### config.mk
export PLATFORM = sky130hd
export DESIGN_NAME = fsps_flash_self_program
export DESIGN_NICKNAME = d
export VERILOG_FILES = /design/src/fsps_pkg.sv /design/src/fsps_flash_self_program.sv
export SDC_FILE = /design/constraint.sdc
export NUM_CORES = 1
export LEC_CHECK = 0
export BUFFER_PORTS_ARGS = -buffer_cell sky130_fd_sc_hd__buf_2
export CORE_MARGIN = 1
export CORE_UTILIZATION = 40
export DETAILED_ROUTE_END_ITERATION = 10
export HOLD_SLACK_MARGIN = 0.08
export SYNTH_ARGS = -nofsm -noshare
export SYNTH_HDL_FRONTEND = slang
export SYNTH_SLANG_ARGS = --single-unit
### constraint.sdc
create_clock -name mclk -period 3 [get_ports mclk]
set_clock_uncertainty 0.2 [all_clocks]
set_input_delay 0.3 -clock mclk [delete_from_list [all_inputs] [get_ports mclk]]
set_output_delay 0.3 -clock mclk [all_outputs]
set_load 0.01 [all_outputs]
### src/fsps_pkg.sv
package fsps_pkg;

   // ==========================================
   // Clock and timing
   // ==========================================
   localparam int unsigned CLK_MHZ         = 100;
   localparam int unsigned OP_MIN_US       = 3700;
   localparam int unsigned OP_MAX_US       = 4500;
   localparam int unsigned OP_MIN_CYCLES   = OP_MIN_US * CLK_MHZ;
   localparam int unsigned OP_MAX_CYCLES   = OP_MAX_US * CLK_MHZ;
   localparam int unsigned OP_CYCLES_DFLT  = OP_MIN_CYCLES + (OP_MAX_CYCLES - OP_MIN_CYCLES) / 2;
   localparam int unsigned ARM_WINDOW      = 4;
   localparam int unsigned TMR_W           = 20;

   // ==========================================
   // Flash geometry
   // ==========================================
   localparam int unsigned PAGE_WORDS      = 64;
   localparam int unsigned PAGE_BYTES      = 128;
   localparam int unsigned WORD_IDX_W      = 6;
   localparam int unsigned PAGE_IDX_W      = 7;
   localparam int unsigned WADDR_W         = 13;
   localparam int unsigned ZPTR_W          = 16;
   localparam int unsigned PAGE_IDX_LSB    = 7;
   localparam int unsigned WORD_IDX_LSB    = 1;

   // Boot section start per size setting, 8K and 16K variants
   localparam logic [12:0] BOOT8K_SZ3      = 13'h0_F00;
   localparam logic [12:0] BOOT8K_SZ2      = 13'h0_E00;
   localparam logic [12:0] BOOT8K_SZ1      = 13'h0_C00;
   localparam logic [12:0] BOOT8K_SZ0      = 13'h0_800;
   localparam logic [12:0] BOOT16K_SZ3     = 13'h1_F00;
   localparam logic [12:0] BOOT16K_SZ2     = 13'h1_E00;
   localparam logic [12:0] BOOT16K_SZ1     = 13'h1_C00;
   localparam logic [12:0] BOOT16K_SZ0     = 13'h1_800;
   localparam logic [12:0] HALT8K_START    = 13'h0_800;
   localparam logic [12:0] HALT16K_START   = 13'h1_800;

   // ==========================================
   // Control register command patterns
   // ==========================================
   localparam logic [6:0] CMD_PAGE_LOAD    = 7'h0_01;
   localparam logic [6:0] CMD_PAGE_ERASE   = 7'h0_03;
   localparam logic [6:0] CMD_PAGE_WRITE   = 7'h0_05;
   localparam logic [6:0] CMD_LOCK_WRITE   = 7'h0_09;
   localparam logic [6:0] CMD_REENABLE     = 7'h0_11;
   localparam logic [6:0] CMD_MASK         = 7'h1_F;

   typedef enum logic [2:0] {
      FSPS_OP_NONE,
      FSPS_OP_LOAD,
      FSPS_OP_ERASE,
      FSPS_OP_WRITE,
      FSPS_OP_LOCK,
      FSPS_OP_REEN
   } fsps_op_t;

   typedef enum {
      FSPS_IDLE,
      FSPS_ARMED,
      FSPS_BUSY
   } fsps_phase_t;

   typedef struct packed {
      logic [6:0]  ctrlBits;
      logic        ctrlWrite;
      logic        storeInstr;
      logic [15:0] zPointer;
      logic [15:0] dataWord;
   } fsps_req_t;

   typedef struct packed {
      logic                    flashStart;
      fsps_op_t                flashOp;
      logic [PAGE_IDX_W-1:0]   pageIndex;
      logic [WORD_IDX_W-1:0]   wordInPageIndex;
      logic [15:0]             loadWord;
   } fsps_flash_t;

endpackage : fsps_pkg

### src/fsps_flash_self_program.sv
`timescale 1ns/1ps

// Contract
// RULE1 - Reset does not abort running erase/write
// RULE2 - Operations timed 3.7 to 4.5 ms
// RULE3 - Page is 64 words, whole page ops
// RULE4 - 8K boot sections from size setting
// RULE5 - 16K boot sections, application below boot
// RULE6 - 8K halting region fixed at 0x800-0xFFF
// RULE7 - Busy op blocks readable region fetches
// RULE8 - Page index from pointer bits 13:7
// RULE9 - Word index from pointer bits 6:1
// RULE10 - Pointer bit 0 is byte select
// RULE11 - Software polls go bit before commands
// RULE12 - Software waits out EEPROM write first
// RULE13 - Software re-enables region after programming
// RULE14 - Buffer filled one word per command
// RULE15 - Software sleeps during low supply
// RULE16 - Store must follow control write within four
// RULE17 - Region busy flag held while busy
// RULE18 - EEPROM write blocks flash programming
// RULE19 - Halting region ops stall the core
module fsps_flash_self_program #(
   parameter int unsigned OP_CYCLES = fsps_pkg::OP_CYCLES_DFLT
) (
   input  wire logic                 mclk,
   input  wire logic                 reset,
   input  wire logic                 variant16k,
   input  wire logic                 boot_size_sel_hi,
   input  wire logic                 boot_size_sel_lo,
   input  wire logic                 eeprom_write_active,
   input  wire fsps_pkg::fsps_req_t  cpuReq,
   input  wire logic [12:0]          fetchAddr,
   output logic                      store_program_go,
   output logic                      region_busy_flag,
   output logic                      cpuStall,
   output logic                      fetchBlocked,
   output logic                      progRefused,
   output logic                      byteSelect,
   output logic [12:0]               bootStart,
   output logic [12:0]               haltStart,
   output fsps_pkg::fsps_flash_t     flashCmd
);

   // ==========================================
   // State
   // ==========================================
   typedef struct packed {
      fsps_pkg::fsps_phase_t  phase;
      fsps_pkg::fsps_op_t     op;
      logic [1:0]             armCnt;
      logic [fsps_pkg::TMR_W-1:0] timer;
      logic                   busy;
      logic                   haltOp;
      logic                   regionBusy;
      logic                   refused;
      logic                   byteSel;
      fsps_pkg::fsps_flash_t  cmd;
   } fsps_state_t;

   fsps_state_t state_reg;
   fsps_state_t state_next;

   logic [12:0]  bootStartW;
   logic [12:0]  haltStartW;
   logic [12:0]  targetAddr;
   fsps_pkg::fsps_op_t reqOp;
   logic [fsps_pkg::PAGE_IDX_W-1:0] zPage;
   logic [fsps_pkg::WORD_IDX_W-1:0] zWord;

   localparam logic [fsps_pkg::TMR_W-1:0] OP_LAST = fsps_pkg::TMR_W'(OP_CYCLES - 1); // [RULE2]

   // ==========================================
   // Section map
   // ==========================================
   always_comb begin
      bootStartW = fsps_pkg::BOOT8K_SZ0;
      if (variant16k) begin
         unique case ({boot_size_sel_hi, boot_size_sel_lo})
            2'b11: bootStartW = fsps_pkg::BOOT16K_SZ3; // [RULE5]
            2'b10: bootStartW = fsps_pkg::BOOT16K_SZ2; // [RULE5]
            2'b01: bootStartW = fsps_pkg::BOOT16K_SZ1; // [RULE5]
            2'b00: bootStartW = fsps_pkg::BOOT16K_SZ0; // [RULE5]
         endcase
      end else begin
         unique case ({boot_size_sel_hi, boot_size_sel_lo})
            2'b11: bootStartW = fsps_pkg::BOOT8K_SZ3; // [RULE4]
            2'b10: bootStartW = fsps_pkg::BOOT8K_SZ2; // [RULE4]
            2'b01: bootStartW = fsps_pkg::BOOT8K_SZ1; // [RULE4]
            2'b00: bootStartW = fsps_pkg::BOOT8K_SZ0; // [RULE4]
         endcase
      end
      // Halting boundary does not move with the boot size
      haltStartW = variant16k ? fsps_pkg::HALT16K_START : fsps_pkg::HALT8K_START; // [RULE6]
   end

   // ==========================================
   // Pointer fields
   // ==========================================
   always_comb begin
      zPage = cpuReq.zPointer[fsps_pkg::PAGE_IDX_LSB +: fsps_pkg::PAGE_IDX_W]; // [RULE8]
      zWord = cpuReq.zPointer[fsps_pkg::WORD_IDX_LSB +: fsps_pkg::WORD_IDX_W]; // [RULE9]
   end

   // ==========================================
   // Command decode
   // ==========================================
   always_comb begin
      unique case (cpuReq.ctrlBits & fsps_pkg::CMD_MASK)
         fsps_pkg::CMD_PAGE_LOAD:  reqOp = fsps_pkg::FSPS_OP_LOAD;
         fsps_pkg::CMD_PAGE_ERASE: reqOp = fsps_pkg::FSPS_OP_ERASE;
         fsps_pkg::CMD_PAGE_WRITE: reqOp = fsps_pkg::FSPS_OP_WRITE; // [RULE16]
         fsps_pkg::CMD_LOCK_WRITE: reqOp = fsps_pkg::FSPS_OP_LOCK;
         fsps_pkg::CMD_REENABLE:   reqOp = fsps_pkg::FSPS_OP_REEN;
         default:                  reqOp = fsps_pkg::FSPS_OP_NONE;
      endcase
      // Page base word address, word bits forced to page start
      targetAddr = {zPage, 6'h00}; // [RULE3] [RULE8]
   end

   // ==========================================
   // Sequencer
   // ==========================================
   always_comb begin
      state_next = state_reg;
      state_next.cmd.flashStart = 1'b0;
      state_next.refused = 1'b0;
      // Byte select tracks pointer bit 0 for program-memory loads
      state_next.byteSel = cpuReq.zPointer[0]; // [RULE10]

      unique case (state_reg.phase)
         fsps_pkg::FSPS_IDLE: begin
            if (cpuReq.ctrlWrite) begin
               if (eeprom_write_active) begin
                  state_next.refused = 1'b1; // [RULE18]
               end else if (reqOp != fsps_pkg::FSPS_OP_NONE) begin
                  state_next.phase  = fsps_pkg::FSPS_ARMED;
                  state_next.op     = reqOp;
                  state_next.armCnt = 2'(fsps_pkg::ARM_WINDOW - 1);
               end
            end
         end
         fsps_pkg::FSPS_ARMED: begin
            if (eeprom_write_active) begin
               // EEPROM write started while armed: drop the request
               state_next.refused = 1'b1; // [RULE18]
               state_next.phase   = fsps_pkg::FSPS_IDLE;
            end else if (cpuReq.storeInstr) begin
               state_next.cmd.flashOp         = state_reg.op;
               state_next.cmd.pageIndex       = zPage; // [RULE8]
               state_next.cmd.wordInPageIndex = zWord; // [RULE9]
               state_next.cmd.loadWord        = cpuReq.dataWord; // [RULE14]
               state_next.cmd.flashStart      = 1'b1;
               if (state_reg.op == fsps_pkg::FSPS_OP_LOAD) begin
                  // A page load frees the readable region immediately
                  state_next.regionBusy = 1'b0;
                  state_next.phase      = fsps_pkg::FSPS_IDLE;
               end else if (state_reg.op == fsps_pkg::FSPS_OP_REEN) begin
                  state_next.regionBusy = 1'b0; // [RULE17]
                  state_next.phase      = fsps_pkg::FSPS_IDLE;
               end else begin
                  state_next.phase  = fsps_pkg::FSPS_BUSY;
                  state_next.busy   = 1'b1;
                  state_next.timer  = '0;
                  if (state_reg.op == fsps_pkg::FSPS_OP_LOCK) begin
                     // Lock write never stalls the core and leaves the region busy flag as it was
                     state_next.haltOp = 1'b0;
                  end else if (targetAddr >= haltStartW) begin
                     state_next.haltOp = 1'b1; // [RULE19]
                  end else begin
                     state_next.haltOp     = 1'b0;
                     state_next.regionBusy = 1'b1; // [RULE17]
                  end
               end
            end else if (state_reg.armCnt == 2'h0) begin
               state_next.phase = fsps_pkg::FSPS_IDLE; // [RULE16]
            end else begin
               state_next.armCnt = state_reg.armCnt - 2'h1;
            end
         end
         fsps_pkg::FSPS_BUSY: begin
            if (state_reg.timer == OP_LAST) begin // [RULE2]
               state_next.phase  = fsps_pkg::FSPS_IDLE;
               state_next.busy   = 1'b0;
               state_next.haltOp = 1'b0;
            end else begin
               state_next.timer = state_reg.timer + 1'b1;
            end
         end
      endcase
   end

   always_ff @(posedge mclk) begin
      if (reset) begin
         if (state_reg.busy == 1'b1) begin
            // Running erase/write carries on; only the refusal pulse is dropped
            state_reg         <= state_next; // [RULE1]
            state_reg.refused <= 1'b0;
         end else begin
            // Also taken while the state is still unknown after power-up
            state_reg <= '0;
         end
      end else begin
         state_reg <= state_next;
      end
   end

   // ==========================================
   // Outputs
   // ==========================================
   always_comb begin
      store_program_go = (state_reg.phase != fsps_pkg::FSPS_IDLE); // [RULE11]
      region_busy_flag = state_reg.regionBusy; // [RULE17]
      cpuStall         = state_reg.busy && state_reg.haltOp; // [RULE19]
      // Lock write blocks no fetch unless the region busy flag is still set from an earlier op
      fetchBlocked     = state_reg.busy && state_reg.regionBusy
                         && (fetchAddr < haltStartW); // [RULE7]
      progRefused      = state_reg.refused;
      byteSelect       = state_reg.byteSel;
      bootStart        = bootStartW;
      haltStart        = haltStartW;
      flashCmd         = state_reg.cmd;
   end

endmodule : fsps_flash_self_program

==> summary.md <==
| Metric | Value |
|---|---|
| Async set-reset flop share out of synthesis | 0 |
| Top-area cell type share of the netlist area | 0.426 |
| Final instance area | 0.00519 mm^2 |
| Max_slew headroom | 0.547 |
| Post-synthesis cell count | 525 |
| Dpl ws | 647 ps |
| Routed wire length | 10.0 mm |
| Maximum clock rate | 411 MHz |
| CTS tree | done |
| Post-CTS Hold Buffers | 32 |
| Fin crit share | 0.811 |
| CTS resizes | 0 |
| Iter 0 DRT Violations | 267 |
| Worst-path clk slew | 90 ps |
| PnR worst setup slack | 568 ps |
| Cell Pwr Density | 490 mW/mm^2 |
| Layout cells sized above 1 | 0.222 |
| # port buffers | 88 |
| Top cells by area, synth | dfxtp_1 43%, buf_4 9.4%, nand2_1 7.2%, a21oi_1 6.0%, and3_1 4.5% |
| Minimum clock period | 2430 ps |
| Slowest CP cell | dfxtp_1 |
| CP top delay family | simple AND/OR/NAND/NOR gates |
| Gpl congestion | 0.828 |
| Mapped Area | 0.00447 mm^2 |
| # IOs | 125 |
| Drt pass-1 iters | 4 |
| Setup CP Type | reg -> out |
| Tot Pwr | 2.54 mW |
| Crit path capture type | primary output |
| Vias in the first global route | 3422 |
| DRC Markers | 0 |
| Nets | 663 |
| Vias after detailed routing | 3824 |
| DP HPWL | 6.89 mm |
| Top-count cell post-synth | dfxtp_1 |
| Die Y | 108 um |
| Post-synth EDFFs | 0 |
| Placed insts | 697 |
| CP peak stage delay | 320 ps |
| Leakage power total | 2.19 nW |
| Max clock buf depth | 2 |
| CTS Buf Count | 9 |
| Seq/Total Area, Yosys | 0.426 |
| Initial Utilization | 0.412 |
| Fin cells | 744 |
| Yosys top cell by area | dfxtp_1 |
| Synth Register Bits | 95 |
| Commonest cells in the netlist | 95 x dfxtp_1, 86 x nand2_1, 56 x buf_4 |
| Fillers | 1070 |
| YS warnings | 0 |
| Met2 WL | 4.52 mm |
| Worst vdd ir | 0.196 mV |
| Placed instance area | 0.00468 mm^2 |
| Hold Vio Cnt, Final | 0 |
| Global-route wire length before repair | 16.2 mm |
| # Max-Cap Violations | 0 |
| Via density | 5.14 |
| H-Tree Level Count | 3 |
| N_diodes | 0 |
| Met3 WL | 525 um |
| WHS | 154 ps |
| Num Clock Sinks | 95 |
| Initial antenna violation count | 0 |
| Final setup fails | 0 |
| CP cell instances | nor4_1, nand4_1, buf_4, nor2_1, nand2_1, buf_2 |
| Worst path bufs/invs | 2 |
| Clk_lat worst skew | 360 ps |
| Distinct cells, synth | 64 |
| Worst Max-Slew Pin Slew | 673 ps |
| Post-CTS Repair Setup Buffers | 0 |
| Die ar. | 0.0116 mm^2 |
| Pins over their slew limit | 0 |
| Top Metal Used | met4 |
| WL/cell | 13.5 um |
| Root Buffer Master | clkbuf_8 |
| FP Rows | 38 |
| Post-Syn Area per Cell | 8.51 um^2 |
| Fin util | 0.478 |
| Global-route total usage across every layer | 0.173 |
| Critical Path RT | 2500 ps |
| Largest register FFs | 59 |
| Crit Path Max Fanout | 7 |
| Post-route ant nets | 0 |
| Crit path DAT | 1930 ps |
| Main flop type after synthesis | dfxtp_1 |
| Sum of negative setup slack | 0 ps |
| Core ar. | 0.0108 mm^2 |
| Status | finished, final reports clean |
| Setup crit start kind | flip-flop |
| Die X | 108 um |
| Synth-to-layout area growth | 16.0% |
| RSZ-0062 raised after global routing | no |
| Largest net degree at the start of global routing | 35 |
| Worst hold path class | in -> reg |
| GRT overflow | 0 |
| Post-Route M1 WL | 4.83 mm |
report_power, final:
| part | leakage, nW | switching, mW | internal, mW | total (mW) |
|---|---|---|---|---|
| Clock | 0.0888 | 0.426 | 0.383 | 0.808 |
| Combinational | 1.34 | 0.245 | 0.154 | 0.399 |
| Sequential | 0.767 | 0.0345 | 1.30 | 1.33 |
| Total | 2.19 | 0.705 | 1.84 | 2.54 |
logic make-up after synthesis:
group                      after synthesis  synth area share
AOI/OAI and AO/OA                      107             0.145
xor gates and xnor gates                 2           0.00392
adders and majority gates                3           0.00840
buffers and inverters                   92             0.132
DFF                                     95             0.426
muxes                                    1           0.00224
other                                    2           0.00168
and+or+nand+nor                        223             0.282
worst min-delay path: cells and delay by family:
| kind | cells | cell delay [ps] |
|---|---|---|
| AO/OA/AOI/OAI | 1 | 70 |
| buffers and inverters | 1 | 120 |
| multiplexers | 1 | 130 |
| AND/OR/NAND/NOR | 1 | 50 |
area by class of cell:
| type | count | area [um^2] | share of cell area |
|---|---|---|---|
| repair buffers | 131 | 843 | 0.163 |
| multi-input cells | 357 | 2060 | 0.397 |
| inverters | 6 | 22.5 | 0.00434 |
| clock inverters | 5 | 58.8 | 0.0113 |
| flip-flops and latches | 95 | 1900 | 0.367 |
| clock buffers | 10 | 128 | 0.0246 |
| well taps | 140 | 175 | 0.0338 |
final timing paths:
check                     start                to  slack, ps  cells past startpoint
setup / recovery  state_reg[93]  store_program_go        570                      6
hold / removal       cpuReq[35]     state_reg[60]        150                      4
setup reg to reg  state_reg[73]       progRefused        590                      6
hold reg to reg    flashCmd[31]      flashCmd[31]        260                      2
layout by cell type (no fill, tap or decap), types with 3 or more instances in the layout:
master,netlist,routed
o21ai_0,14,14
a211oi_1,12,12
buf_2,7,88
a31oi_1,6,6
buf_4,56,11
dlygate4sd3_1,1,32
ha_1,3,3
nor2_1,19,19
nand3_1,10,10
nor3b_1,3,3
nor4_4,4,4
dfxtp_1,95,95
conb_1,2,21
nor3_1,15,15
and3_1,32,32
and2_1,4,4
clkbuf_8,1,9
nand2_1,86,86
nand4_1,8,8
or2_2,3,3
inv_1,6,6
a21oi_1,54,54
nor4_1,11,11
per-layer routing:
layer,up-vias,global-route usage
met5,-,0
met4,0,0.0675
met3,15,0.0345
met2,110,0.278
met1,1774,0.228
li1,1925,-
Power figures use the tool's default switching activity.
